$ cat src/dca_pkg.sv
package dca_pkg;
  // ===========================================
  // widths
  localparam int ACC_W = 32;
  localparam int HALF_W = 16;
  localparam int AR_N = 8;
  localparam int ARP_W = 3;
  localparam int SHF_W = 3;
  localparam int OP_W = 5;
  localparam logic [ARP_W-1:0] IDX_AR = 3'h0;
  localparam logic CARRY_RST = 1'b1;
  localparam logic [SHF_W-1:0] HALF_SHIFT = 3'h0;
  localparam logic [4:0] HIGH_SHIFT = 5'h10;
  localparam logic [ARP_W-1:0] ARP_RST = 3'h0;
  localparam logic [HALF_W-1:0] AR_RST = 16'h0000;

  // ===========================================
  // accumulator operations
  typedef enum logic [OP_W-1:0] {
    OP_NOP = 5'h00,
    OP_LOAD = 5'h01,
    OP_ADD = 5'h02,
    OP_SUB = 5'h03,
    OP_ADD_C = 5'h04,
    OP_SUB_B = 5'h05,
    OP_ADD_HI = 5'h06,
    OP_SUB_HI = 5'h07,
    OP_AND = 5'h08,
    OP_OR = 5'h09,
    OP_XOR = 5'h0a,
    OP_SHL = 5'h0b,
    OP_SHR = 5'h0c,
    OP_ROL = 5'h0d,
    OP_ROR = 5'h0e,
    OP_SET_C = 5'h0f,
    OP_CLR_C = 5'h10,
    OP_LD_ST = 5'h11
  } dca_op_t;

  // ===========================================
  // carry conditions
  typedef enum logic [1:0] {
    CND_ALWAYS = 2'h0,
    CND_CARRY = 2'h1,
    CND_NO_CARRY = 2'h2,
    CND_NEVER = 2'h3
  } dca_cond_t;

  // ===========================================
  // aux register sources and post-modify
  typedef enum logic [1:0] {
    SRC_MEM = 2'h0,
    SRC_ACC = 2'h1,
    SRC_PROD = 2'h2,
    SRC_IMM = 2'h3
  } dca_src_t;

  typedef enum logic [1:0] {
    MOD_NONE = 2'h0,
    MOD_INC = 2'h1,
    MOD_DEC = 2'h2,
    MOD_IDX = 2'h3
  } dca_mod_t;
endpackage
$ cat src/dca_ar_if.sv
`timescale 1ns/1ps
interface dca_ar_if;
  import dca_pkg::*;
  logic wr_en;
  logic [ARP_W-1:0] wr_sel;
  logic [HALF_W-1:0] wr_data;
  logic [ARP_W-1:0] rd_sel;
  logic [HALF_W-1:0] rd_data;
  logic [HALF_W-1:0] idx_data;
  modport core (output wr_en, output wr_sel, output wr_data, output rd_sel,
    input rd_data, input idx_data);
  modport file (input wr_en, input wr_sel, input wr_data, input rd_sel,
    output rd_data, output idx_data);
endinterface

$ cat src/dca_ar_file.sv
`timescale 1ns/1ps
module dca_ar_file
  import dca_pkg::*;
(
  // clocking
  input wire logic clk,
  input wire logic rst,
  input wire logic ce,
  // access
  dca_ar_if.file ar
);
  logic [HALF_W-1:0] mem_q [AR_N];
  logic [HALF_W-1:0] mem_d [AR_N];
  logic [HALF_W-1:0] rd_q, rd_d, idx_q, idx_d;

  // ===========================================
  // eight entries, write-through read
  always_comb begin
    for (int i = 0; i < AR_N; i++) begin
      mem_d[i] = (ar.wr_en && ar.wr_sel == ARP_W'(i)) ? ar.wr_data : mem_q[i];
    end
    rd_d = mem_d[ar.rd_sel];
    idx_d = mem_d[IDX_AR];
  end

  always_ff @(posedge clk) begin
    if (rst) begin
      for (int i = 0; i < AR_N; i++) mem_q[i] <= AR_RST;
      rd_q <= AR_RST;
      idx_q <= AR_RST;
    end else if (ce) begin
      mem_q <= mem_d;
      rd_q <= rd_d;
      idx_q <= idx_d;
    end
  end

  assign ar.rd_data = rd_q;
  assign ar.idx_data = idx_q;
endmodule // dca_ar_file

$ cat src/dca_datapath.sv
`timescale 1ns/1ps
// Notes on behaviour
// RL1: carry follows arithmetic and shifts, not logic
// RL2: add/sub with carry use old carry
// RL3: high-half add only sets carry
// RL4: high-half subtract only clears carry
// RL5: carry conditions; set, clear, status load
// RL6: carry is one after reset
// RL7: 32-bit accumulator, stored as halves
// RL8: store shifter 0..7, accumulator untouched
// RL9: high store fills from low half
// RL10: low store fills zeros
// RL11: one-bit shift/rotate exits into carry
// RL12: right shift arithmetic when sign extension set
// RL13: left shift ignores sign extension
// RL14: repeat prefix repeats shifts and rotates
// RL15: eight 16-bit auxiliary registers
// RL16: 3-bit pointer selects current register
// RL17: aux loads from memory, acc, product, immediate
// RL18: address unit post-modifies current register
// RL19: rotate brings old carry into vacancy
module dca_datapath
  import dca_pkg::*;
(
  // clocking
  input wire logic clk,
  input wire logic rst,
  input wire logic ce,
  // accumulator operation
  input wire logic op_valid,
  input wire dca_op_t op,
  input wire logic [ACC_W-1:0] operand,
  input wire logic sign_ext_mode,
  input wire logic status_carry,
  input wire logic [7:0] repeat_count,
  output logic busy,
  // carry condition
  input wire dca_cond_t cond_sel,
  output logic cond_true,
  output logic carry,
  // accumulator store
  input wire logic store_high,
  input wire logic [SHF_W-1:0] store_shift,
  output logic [HALF_W-1:0] store_data,
  output logic [ACC_W-1:0] acc,
  // auxiliary registers
  input wire logic ar_load,
  input wire logic arp_load,
  input wire dca_src_t ar_src,
  input wire logic [HALF_W-1:0] mem_data,
  input wire logic [ACC_W-1:0] prod_data,
  input wire logic [HALF_W-1:0] imm_data,
  input wire logic [ARP_W-1:0] ar_sel,
  input wire logic addr_valid,
  input wire dca_mod_t addr_mod,
  output logic [HALF_W-1:0] addr,
  output logic [ARP_W-1:0] aux_pointer,
  output logic [HALF_W-1:0] ar_out
);
  dca_ar_if ar_bus();

  dca_ar_file u_ar_file (
    .clk(clk),
    .rst(rst),
    .ce(ce),
    .ar(ar_bus)
  );

  // ===========================================
  // accumulator and carry
  logic [ACC_W-1:0] acc_q, acc_d;
  logic carry_q, carry_d;
  logic [7:0] rpt_q, rpt_d;
  logic busy_q, busy_d;
  dca_op_t rop_q, rop_d;
  logic [ACC_W:0] sum;
  dca_op_t cur_op;
  logic cur_valid;

  always_comb begin
    acc_d = acc_q;
    carry_d = carry_q;
    rpt_d = rpt_q;
    rop_d = rop_q;
    sum = '0;
    cur_op = op;
    cur_valid = op_valid;
    if (rpt_q != 8'h00) begin
      cur_op = rop_q;
      cur_valid = 1'b1;
      rpt_d = rpt_q - 8'h01;
    // RL14: repeat prefix latch
    end else if (op_valid && repeat_count != 8'h00 &&
        (op == OP_SHL || op == OP_SHR || op == OP_ROL || op == OP_ROR)) begin
      rpt_d = repeat_count;
      rop_d = op;
    end
    busy_d = rpt_d != 8'h00;
    if (cur_valid) begin
      unique case (cur_op)
        // RL1: loads leave carry
        OP_LOAD: acc_d = operand;
        OP_ADD: begin
          sum = {1'b0, acc_q} + {1'b0, operand};
          {carry_d, acc_d} = sum;
        end
        OP_SUB: begin
          sum = {1'b0, acc_q} - {1'b0, operand};
          acc_d = sum[ACC_W-1:0];
          carry_d = ~sum[ACC_W];
        end
        // RL2: previous carry included
        OP_ADD_C: begin
          sum = {1'b0, acc_q} + {1'b0, operand} + {{ACC_W{1'b0}}, carry_q};
          {carry_d, acc_d} = sum;
        end
        OP_SUB_B: begin
          sum = {1'b0, acc_q} - {1'b0, operand} - {{ACC_W{1'b0}}, ~carry_q};
          acc_d = sum[ACC_W-1:0];
          carry_d = ~sum[ACC_W];
        end
        // RL3: set only on carry
        OP_ADD_HI: begin
          sum = {1'b0, acc_q} + {1'b0, operand[HALF_W-1:0], {HALF_W{1'b0}}};
          acc_d = sum[ACC_W-1:0];
          if (sum[ACC_W]) carry_d = 1'b1;
        end
        // RL4: clear only on borrow
        OP_SUB_HI: begin
          sum = {1'b0, acc_q} - {1'b0, operand[HALF_W-1:0], {HALF_W{1'b0}}};
          acc_d = sum[ACC_W-1:0];
          if (sum[ACC_W]) carry_d = 1'b0;
        end
        OP_AND: acc_d = acc_q & operand;
        OP_OR: acc_d = acc_q | operand;
        OP_XOR: acc_d = acc_q ^ operand;
        // RL13: zero into bit 0
        // RL11: exit bit to carry
        OP_SHL: {carry_d, acc_d} = {acc_q, 1'b0};
        // RL12: sign or zero in
        OP_SHR: {acc_d, carry_d} = {sign_ext_mode & acc_q[ACC_W-1], acc_q};
        // RL19: old carry to vacancy
        OP_ROL: {carry_d, acc_d} = {acc_q, carry_q};
        OP_ROR: {acc_d, carry_d} = {carry_q, acc_q};
        // RL5: software carry writes
        OP_SET_C: carry_d = 1'b1;
        OP_CLR_C: carry_d = 1'b0;
        OP_LD_ST: carry_d = status_carry;
        OP_NOP: ;
        default: ;
      endcase
    end
  end

  always_ff @(posedge clk) begin
    if (rst) begin
      acc_q <= '0;
      // RL6: reset carry high
      carry_q <= CARRY_RST;
      rpt_q <= 8'h00;
      rop_q <= OP_NOP;
      busy_q <= 1'b0;
    end else if (ce) begin
      // RL7: registered result
      acc_q <= acc_d;
      carry_q <= carry_d;
      rpt_q <= rpt_d;
      rop_q <= rop_d;
      busy_q <= busy_d;
    end
  end

  // ===========================================
  // store shifter and condition outputs
  logic [HALF_W-1:0] store_q, store_d;
  logic [ACC_W-1:0] shifted;
  logic cond_q, cond_d;

  always_comb begin
    shifted = acc_q << store_shift;
    // RL8: bus path only
    // RL9: low bits from low half
    // RL10: zero-filled low store
    store_d = store_high ? shifted[ACC_W-1:HALF_W] : shifted[HALF_W-1:0];
    // RL5: carry conditions
    unique case (cond_sel)
      CND_ALWAYS: cond_d = 1'b1;
      CND_CARRY: cond_d = carry_d;
      CND_NO_CARRY: cond_d = ~carry_d;
      CND_NEVER: cond_d = 1'b0;
    endcase
  end

  always_ff @(posedge clk) begin
    if (rst) begin
      store_q <= '0;
      cond_q <= 1'b0;
    end else if (ce) begin
      store_q <= store_d;
      cond_q <= cond_d;
    end
  end

  // ===========================================
  // auxiliary pointer and address unit
  logic [ARP_W-1:0] arp_q, arp_d;
  logic [HALF_W-1:0] addr_q, addr_d, src_val;

  always_comb begin
    // RL17: load sources
    unique case (ar_src)
      SRC_MEM: src_val = mem_data;
      SRC_ACC: src_val = acc_q[HALF_W-1:0];
      SRC_PROD: src_val = prod_data[HALF_W-1:0];
      SRC_IMM: src_val = imm_data;
    endcase
    arp_d = arp_q;
    // RL16: pointer load
    if (arp_load) arp_d = src_val[ARP_W-1:0];
    addr_d = addr_q;
    ar_bus.wr_en = 1'b0;
    ar_bus.wr_sel = ar_sel;
    ar_bus.wr_data = src_val;
    // RL15: current register read
    ar_bus.rd_sel = arp_d;
    if (ar_load) begin
      ar_bus.wr_en = 1'b1;
    end else if (addr_valid) begin
      addr_d = ar_bus.rd_data;
      ar_bus.wr_sel = arp_q;
      ar_bus.wr_en = addr_mod != MOD_NONE;
      // RL18: post-modify without alu
      unique case (addr_mod)
        MOD_NONE: ar_bus.wr_data = ar_bus.rd_data;
        MOD_INC: ar_bus.wr_data = ar_bus.rd_data + 16'h0001;
        MOD_DEC: ar_bus.wr_data = ar_bus.rd_data - 16'h0001;
        MOD_IDX: ar_bus.wr_data = ar_bus.rd_data + ar_bus.idx_data;
      endcase
    end
  end

  always_ff @(posedge clk) begin
    if (rst) begin
      arp_q <= ARP_RST;
      addr_q <= AR_RST;
    end else if (ce) begin
      arp_q <= arp_d;
      addr_q <= addr_d;
    end
  end

  assign acc = acc_q;
  assign carry = carry_q;
  assign busy = busy_q;
  assign store_data = store_q;
  assign cond_true = cond_q;
  assign aux_pointer = arp_q;
  assign addr = addr_q;
  assign ar_out = ar_bus.rd_data;
endmodule // dca_datapath

$ cat config.mk
export PLATFORM = sky130hd
export DESIGN_NAME = dca_datapath
export DESIGN_NICKNAME = d
export VERILOG_FILES = /design/src/dca_pkg.sv /design/src/dca_ar_if.sv /design/src/dca_ar_file.sv /design/src/dca_datapath.sv
export SDC_FILE = /design/constraint.sdc
export NUM_CORES = 1
export LEC_CHECK = 0
export BUFFER_PORTS_ARGS = -buffer_cell sky130_fd_sc_hd__buf_4
export CAP_MARGIN = 10
export CORE_UTILIZATION = 40
export CTS_BUF_LIST = sky130_fd_sc_hd__clkbuf_4
export CTS_CLUSTER_SIZE = 28
export DETAILED_ROUTE_END_ITERATION = 12
export HOLD_SLACK_MARGIN = 0.15
export RECOVER_POWER = 50
export SYNTH_ARGS = -nofsm -noshare
export SYNTH_HDL_FRONTEND = slang
export SYNTH_SLANG_ARGS = --single-unit
$ cat constraint.sdc
create_clock -name clk -period 12.15 [get_ports clk]
set_input_delay 1.8225 -clock clk [delete_from_list [all_inputs] [get_ports clk]]
set_output_delay 1.8225 -clock clk [all_outputs]
set_load 0.05 [all_outputs]
After elaboration in Yosys (flattened, before gate mapping) --
Index checks and enable logic that the tools add are counted.
Storage, ports and cells: bits in registers 227, input bits 131, output and inout bits 86, word-level logic and storage cells 136
Operators by class: add/sub/neg operators 10, $lt $le $gt $ge 1, eq/ne operators 37, shifts and indexed selects 1, mux-type cells 31, bitwise gates (word level) 11, reductions and logical operators 27
Operator list (count):
- one-hot mux 32 bit (14 select lines) | 1
- 2-to-1 mux 16 bit | 13
- one-hot mux 16 bit (4 select lines) | 2
- adder 32 x 32 -> 33 bit | 2
- subtractor 32 x 32 -> 33 bit | 2
- equality test 5 x 4 -> 1 bit, second input constant | 12
- binary-select mux 16 bit (select 3 bit) | 1
- adder 33 x 1 -> 33 bit | 1
- subtractor 33 x 1 -> 33 bit | 1
- AND 32 bit | 1
- bitwise OR 32 bit | 1
- << shifter 32 x 3 -> 32 bit | 1
- bitwise XOR 32 bit | 1
- nonzero test 8 bit | 3
- equality test 5 x 3 -> 1 bit, second input constant | 4
- adder 16 x 1 -> 16 bit, second input constant | 1
- adder 16 bit | 1
- 2-to-1 mux 8 bit | 2
- subtractor 16 x 1 -> 16 bit, second input constant | 1
- nonzero test 14 bit | 1
- equality test 2 bit, second input constant | 6
- equality test 3 bit, second input constant | 4
- one-hot mux 1 bit (11 select lines) | 1
- equality test 5 x 2 -> 1 bit, second input constant | 2
- 21 further kinds | 53

Logic depth before layout (Yosys ltp) --
Gate-level depths: netlist of the first run.
word-level depth 8, mapped depth 19, mapped depth without buffers 16

Modules after synthesis --
A second synthesis of the first run with hierarchy kept.
Unflattened totals: cells, all modules 2999, area total of the unflattened synthesis 22967.0 µm²
By module, submodules not included:
- dca_datapath | times used 1, cells an instance 2105, area an instance 15487.4 µm²
- dca_ar_file | times used 1, cells an instance 894, area an instance 7479.7 µm²

Worst setup path before layout of the first run --
No wires, ideal clock.
path kind in2reg, from input port addr_mod[0], to register u_ar_file.rd_q[15] (netlist: u_ar_file.ar.rd_data[15]), setup time 0.125 ns, data arrival time 5.863 ns, setup slack 6.163 ns, cell stages on the path 18, cell sequence clkbuf_1 > inv_1 > clkbuf_1 > o21ai_0 > inv_1 > ha_1 > a21o_1 > a21oi_1 > o21ai_0 > a2111oi_0 > o31ai_1 > a311oi_1 > or4_1 > o2111a_1 > a21oi_1 > or4_1 > a32oi_1 > o21ai_1
On the way: longest elaborated chain between the ends 8, elaborated cells on any way between the ends 29
RTL lines:
- start, declared | line dca_datapath.sv:55 | input wire dca_mod_t addr_mod,
- equality test 2 bit (tied with other cells) | line dca_datapath.sv:233 | unique case (addr_mod)
- one-hot mux 16 bit (4 select lines) / 2-to-1 mux 1 bit (equally long branches) | line dca_datapath.sv:233, dca_datapath.sv:228
- 2-to-1 mux 16 bit / 2-to-1 mux 1 bit (equally long branches) | line dca_datapath.sv:228, dca_datapath.sv:226
- 2-to-1 mux 16 bit / logical AND 1 bit (equally long branches) | line dca_datapath.sv:226, dca_ar_file.sv:20
- 2-to-1 mux 16 bit | line dca_ar_file.sv:20 | mem_d[i] = (ar.wr_en && ar.wr_sel == ARP_W'(i)) ? ar.wr_data : mem_q[i];
- binary-select mux 16 bit (select 3 bit) (*) | line dca_ar_file.sv:22 | rd_d = mem_d[ar.rd_sel];
- 2-to-1 mux 16 bit (implied by the code) (*) (2 in series) | line dca_ar_file.sv:22
- end signal, assigned | line dca_ar_file.sv:33 | rd_q <= rd_d;
- end, declared | line dca_ar_file.sv:14 | logic [HALF_W-1:0] rd_q, rd_d, idx_q, idx_d;
Mark *: on every way between the ends. The rest lies on a longest branch, timed or not. The select of a mux whose other input is x is not followed. A chain may end at the register's enable or synchronous reset.

Worst setup path in the final report of the first run --
Same ends and word-level chain as after synthesis.

==> flow_metrics.env, run 1 <==
export IMPL_status="finished, violations left"
export IMPL_violations="capacitance limit, slew limit"
export IMPL_num_rows=87
export IMPL_layout_drive_gt1_share=0.1082
export IMPL_drt_pass1_iterations=6
export IMPL_regArea_um2=4544
export IMPL_io_pins=217
export IMPL_dp_hpwl_um=78060
export IMPL_timing_fmax_mhz=153.9
export IMPL_critical_path_class="in -> reg"
export IMPL_cts_resized=0
export IMPL_dieArea_um2=58150
export IMPL_ant_nets=0
export IMPL_endpoint_kind="flop"
export IMPL_worst_hold_startpoint="u_ar_file.mem_q[75]"
export IMPL_grt_max_degree=87
export IMPL_finalPower_mw=3.815
export IMPL_finalSetupViolCount=0
export IMPL_multi_input_area_um2=16940
export IMPL_clkLatencyLatePin_ns=0.79
export IMPL_synth_top_area_share=0.1987
export IMPL_final_util=0.4497
export IMPL_setup_ws_ns=5.652
export IMPL_cp_start_kind="input port"
export IMPL_clock_root_buffer="clkbuf_4"
export IMPL_grt_setup_unrepaired="false"
export IMPL_grt_pass1_wl_um=154800
export IMPL_ctsHoldBuffers=0
export IMPL_worstPathRequired_ns=12.80
export IMPL_ys_warn_count=0
export IMPL_core_area_um2=56500
export IMPL_clock_path_buffers=3
export IMPL_ys_seq_area_frac=0.1987
export IMPL_grt_usage=0.3539
export IMPL_synth_seq_cells=227
export IMPL_critPathMaxFanout=16
export IMPL_hold_path_depth=2
export IMPL_port_buffers=200
export IMPL_synth_ff_type="dfxtp_1"
export IMPL_routabilityCongestion=0.9667
export IMPL_hold_slack_ns=0.4512
export IMPL_nets=3651
export IMPL_cts_clk_slew_worst_paths_ns=0.06
export IMPL_tns_ns=0
export IMPL_cts_inserted_buffers=67
export IMPL_hold_violations=0
export IMPL_finalClockSkew_ns=0.06624
export IMPL_first_global_vias=24320
export IMPL_cts_sinks=227
export IMPL_nFillCells=5927
export IMPL_synth_nets=3567
export IMPL_r2r_start="acc[11]"
export IMPL_relSlewSlack=-0.9242
export IMPL_synth_edf_count=0
export IMPL_slew_viol_final=209
export IMPL_tightest_slew_ns=2.886
export IMPL_worstPathArrival_ns=7.15
export IMPL_pre_cts_slack_ns=5.025
export IMPL_irDropWorstVdd_uv=62.03
export IMPL_netlist_area_um2=22870
export IMPL_initial_utilization=0.4049
export IMPL_gr_total_overflow=0
export IMPL_drt_iter0_markers=3262
export IMPL_chipWidth_um=241.1
export IMPL_cts_tree="yes"
export IMPL_routed_wl_um=105700
export IMPL_final_min_clock_period_ns=6.498
export IMPL_leakage_nw=9.456
export IMPL_synth_largest_area_cell="dfxtp_1"
export IMPL_syn_mean_instance_area_um2=6.968
export IMPL_via_count=26620
export IMPL_syn2layout_area_growth_pct=11.07
export IMPL_cts_htree_levels=3
export IMPL_vias_per_cell=6.379
export IMPL_power_density_nw_per_um2=150.2
export IMPL_ys_top_cells_by_area="dfxtp_1 20%, a21oi_1 8.2%, ha_1 8.1%"
export IMPL_min_path_type="reg -> reg"
export IMPL_synth_cells=3283
export IMPL_postCtsSetupBuffers=0
export IMPL_dieHeight_um=241.1
export IMPL_drc=0
export IMPL_cap_violations=5
export IMPL_antenna_found_initial=8
export IMPL_wl_per_cell_um=25.33
export IMPL_reg2regPathDepth=14
export IMPL_synthDistinctLibCells=103
export IMPL_crit_start="addr_mod[0]"
export IMPL_ys_async_sr_fraction=0
export IMPL_finalCritPeriodShare=0.5348
[worst max-delay path, stage by stage]
cell       delay [ns]
buf_4            0.17
inv_1            0.23
o21ai_0          0.38
inv_1            0.09
ha_1             0.28
a21o_1           0.17
a21oi_1          0.23
o21ai_0          0.16
a2111oi_0        1.00
o31ai_1          0.35
a311oi_1         0.47
or4_1            0.18
o2111a_1         0.63
a21oi_1          0.14
or4_1            0.55
a32oi_1          0.19
o21ai_1          0.10
[where the power goes]
part | switching [mW] | total [mW] | internal [mW]
registers | 0.127 | 0.923 | 0.796
clock network | 0.368 | 0.762 | 0.394
logic | 1.46 | 2.13 | 0.667
[through the flow]
step	cells	instance area [um2]
2_1_floorplan	3283	22870
3_3_place_gp	4054	24890
3_5_place_dp	4054	24890
4_1_cts	4165	25730
5_1_grt	4169	25400
6_report	4173	25410
[Yosys cell counts (72+ instances only)]
cell,count
a211oi_1,81
a21oi_1,377
clkbuf_1,206
dfxtp_1,227
ha_1,148
inv_1,130
nand2_1,451
nand3_1,88
nor2_1,396
nor3_1,72
o21ai_0,175
xnor2_1,85
[final timing paths]
check                                  end  slack [ns]
setup / recovery  u_ar_file.ar.rd_data[15]        5.65
hold / removal         u_ar_file.mem_q[75]        0.45
setup reg to reg                     carry        6.05
hold reg to reg        u_ar_file.mem_q[75]        0.45
[flip-flops by register name, indices dropped and copies added, names as in the netlist]
register,flops
u_ar_file.mem_q,128
acc,32
addr,16
store_data,16
u_ar_file.ar.rd_data,16
rpt_q,8
rop_q,5
aux_pointer,3
busy,1
carry,1
cond_true,1
[routing by layer]
layer | share of wire | wire length (um) | global-route usage | up-vias
met5 | 0.000085 | 9 | 0 | -
met3 | 0.12 | 12280 | 0.08350 | 290
met1 | 0.42 | 44690 | 0.4858 | 12529
met2 | 0.41 | 43700 | 0.5155 | 1652
met4 | 0.048 | 5023 | 0.1715 | 2
li1 | - | - | - | 12147
[cells in the final DEF (no fill, tap or decap), types with 12 or more instances in the layout]
master / instances
mux4_2: 25
dfxtp_1: 227
o221ai_1: 39
and3_1: 19
buf_4: 166
mux2i_1: 66
o2111ai_1: 15
nand4_1: 22
a311oi_1: 14
o21a_1: 33
a211oi_1: 81
a22oi_1: 30
a222oi_1: 15
nor4_1: 20
o31ai_1: 21
nor2b_1: 22
o211ai_1: 59
xnor2_1: 85
clkbuf_1: 92
nor3_1: 72
nand3_1: 88
o22ai_1: 13
ha_1: 148
a221oi_1: 29
xor2_1: 35
nor2_1: 394
a31oi_1: 38
nand2_1: 451
nand2b_1: 20
o21ai_0: 174
inv_1: 130
a21oi_1: 375
and2_1: 18
or3_1: 16
clkbuf_4: 100
or4_1: 12
a21o_1: 16
[cell families (layout without fill, tap and decap cells)]
family	count (synthesis)	after routing	synth area share
simple gates	1213	1213	0.2380
fa+ha+maj	153	153	0.08533
mux	105	105	0.06017
xor+xnor	121	121	0.04666
compound gates	1084	1084	0.3070
buf+inv	380	506	0.06416
other cells	0	8	0
flops	227	227	0.1987
[area by class of cell]
| class | count | share of cell area |
|---|---|---|
| clock inverter | 12 | 0.003694 |
| tap | 756 | 0.03723 |
| multi-input combinational | 2676 | 0.6668 |
| sequential | 227 | 0.1789 |
| inverter | 135 | 0.01995 |
| timing repair buffer | 260 | 0.06338 |
| antenna | 8 | 0.0007880 |
| clock buffer | 99 | 0.02925 |
(Power assumes the default switching activity.)
==> run 2, diff against run 1 <==
==> constraint.sdc (replaced) <==
create_clock -name clk -period 6.82 [get_ports clk]
set_input_delay 1.023 -clock clk [delete_from_list [all_inputs] [get_ports clk]]
set_output_delay 1.023 -clock clk [all_outputs]
set_load 0.05 [all_outputs]
==> flow_metrics.env, run 2 (synthesized netlist as in run 1, its figures left out) <==
export IMPL_status="finished, violations left"
export IMPL_violations="capacitance limit, slew limit"
export IMPL_finalSetupViolCount=0
export IMPL_final_cell_mix="451 x nand2_1, 395 x nor2_1, 377 x a21oi_1, 227 x dfxtp_1, 186 x buf_4"
export IMPL_switching_share=0.5168
export IMPL_irDropWorstVdd_uv=103.3
export IMPL_initial_utilization=0.4049
export IMPL_relSlewSlack=-0.9231
export IMPL_dieHeight_um=241.1
export IMPL_reg2regPathDepth=14
export IMPL_drt_iter0_markers=3372
export IMPL_ctsHoldBuffers=0
export IMPL_via_count=26840
export IMPL_routed_wl_um=105700
export IMPL_cap_violations=4
export IMPL_largest_reg_flops=128
export IMPL_cts_sinks=227
export IMPL_min_path_type="reg -> reg"
export IMPL_leakage_nw=9.543
export IMPL_antenna_found_initial=3
export IMPL_pwr_share_seq=0.234
export IMPL_grt_usage=0.3519
export IMPL_share_comb_of_total_power=0.572
export IMPL_port_buffers=200
export IMPL_worstPathArrival_ns=6.45
export IMPL_grt_setup_unrepaired="false"
export IMPL_cell_internal_pwr_mw=3.289
export IMPL_pre_cts_slack_ns=0.8733
export IMPL_grt_pass1_wl_um=154600
export IMPL_wl_per_cell_um=25.26
export IMPL_first_global_vias=24743
export IMPL_power_density_nw_per_um2=267.0
export IMPL_finalCritPeriodShare=0.8410
export IMPL_cp_start_kind="flop"
export IMPL_vias_per_cell=6.413
export IMPL_routabilityCongestion=0.9910
export IMPL_cts_htree_levels=3
export IMPL_hold_violations=0
export IMPL_grt_max_degree=142
export IMPL_cts_tree="yes"
export IMPL_p_clk_frac=0.194
export IMPL_slew_viol_final=112
export IMPL_final_min_clock_period_ns=5.735
export IMPL_worstPathRequired_ns=7.53
export IMPL_io_pins=217
export IMPL_timing_fmax_mhz=174.4
export IMPL_clkLatencyLatePin_ns=0.82
export IMPL_critical_path_class="reg -> reg"
export IMPL_ant_nets=0
export IMPL_syn2layout_area_growth_pct=11.47
export IMPL_cts_resized=0
export IMPL_clock_root_buffer="clkbuf_4"
export IMPL_layout_drive_gt1_share=0.1109
export IMPL_p_sw_mw=3.518
export IMPL_cts_clk_slew_worst_paths_ns=0.07
export IMPL_final_common_cell="nand2_1"
export IMPL_chipWidth_um=241.1
export IMPL_tightest_slew_ns=2.885
export IMPL_dieArea_um2=58150
export IMPL_regMostFlops="u_ar_file.mem_q"
export IMPL_finalClockSkew_ns=0.07899
export IMPL_gr_total_overflow=0
export IMPL_setup_ws_ns=1.085
export IMPL_tns_ns=0
export IMPL_postCtsSetupBuffers=0
export IMPL_nets=3671
export IMPL_drc=0
export IMPL_cts_inserted_buffers=68
export IMPL_clock_path_buffers=3
export IMPL_dp_hpwl_um=78630
export IMPL_hold_path_depth=2
export IMPL_final_util=0.4513
export IMPL_drt_pass1_iterations=7
export IMPL_num_rows=87
export IMPL_critPathMaxFanout=13
export IMPL_core_area_um2=56500
export IMPL_endpoint_kind="flop"
## run 2: final cells by class
cell class | instances | area, um2
inverter | 135 | 506.7
sequential | 227 | 4544
timing repair buffer | 279 | 1785
clock inverter | 19 | 121.4
antenna | 2 | 5.005
fill | 5973 | 31000
clock buffer | 91 | 683.2
tap | 756 | 945.9
multi-input combinational | 2676 | 16910
## run 2: power groups by stage
stage               clock [mW]  combinational [mW]  sequential (mW)
global route              1.42                4.13             1.59
CTS                       1.35                3.82             1.58
floorplan                    0                2.35             1.79
finish                    1.32                3.89             1.59
global placement             0                3.77             1.61
detailed placement           0                3.80             1.61
## run 2: path summary, 6_finish.rpt
path                       start                   to  slack [ns]
max reg2reg               acc[4]                carry        1.08
min reg2reg  u_ar_file.mem_q[52]  u_ar_file.mem_q[52]        0.45
max                       acc[4]                carry        1.08
min          u_ar_file.mem_q[52]  u_ar_file.mem_q[52]        0.45
## run 2: per-layer routing
metal / global-route usage / wire (um)
met3: 0.08921 / 13150
met5: 0 / 9
met4: 0.1734 / 4792
met1: 0.4756 / 43900
met2: 0.5158 / 43870
## run 2: metrics by stage
step	power [mW]	area [um2]	cells	hold slack [ns]
after CTS	6.754	25860	4183	0.4542
after detailed placement	5.413	25050	4073	0.4460
after floorplan	4.141	22870	3283	0.4317
final	6.807	25500	4185	0.4520
after global routing	7.139	25500	4185	0.4729
after global placement	5.378	25050	4073	0.4392
## run 2: worst max-delay path: stages (launching register included)
cell       delay, ns
dfxtp_1         0.71
inv_1           0.13
ha_1            0.61
nor2_1          0.14
a2111oi_2       0.82
nor3b_1         0.30
o41ai_2         0.63
nand2b_1        0.29
a41oi_1         0.31
xor2_1          0.16
nor4b_1         0.56
a311o_2         0.28
o21ai_2         0.07
o31a_1          0.31
a211o_1         0.29
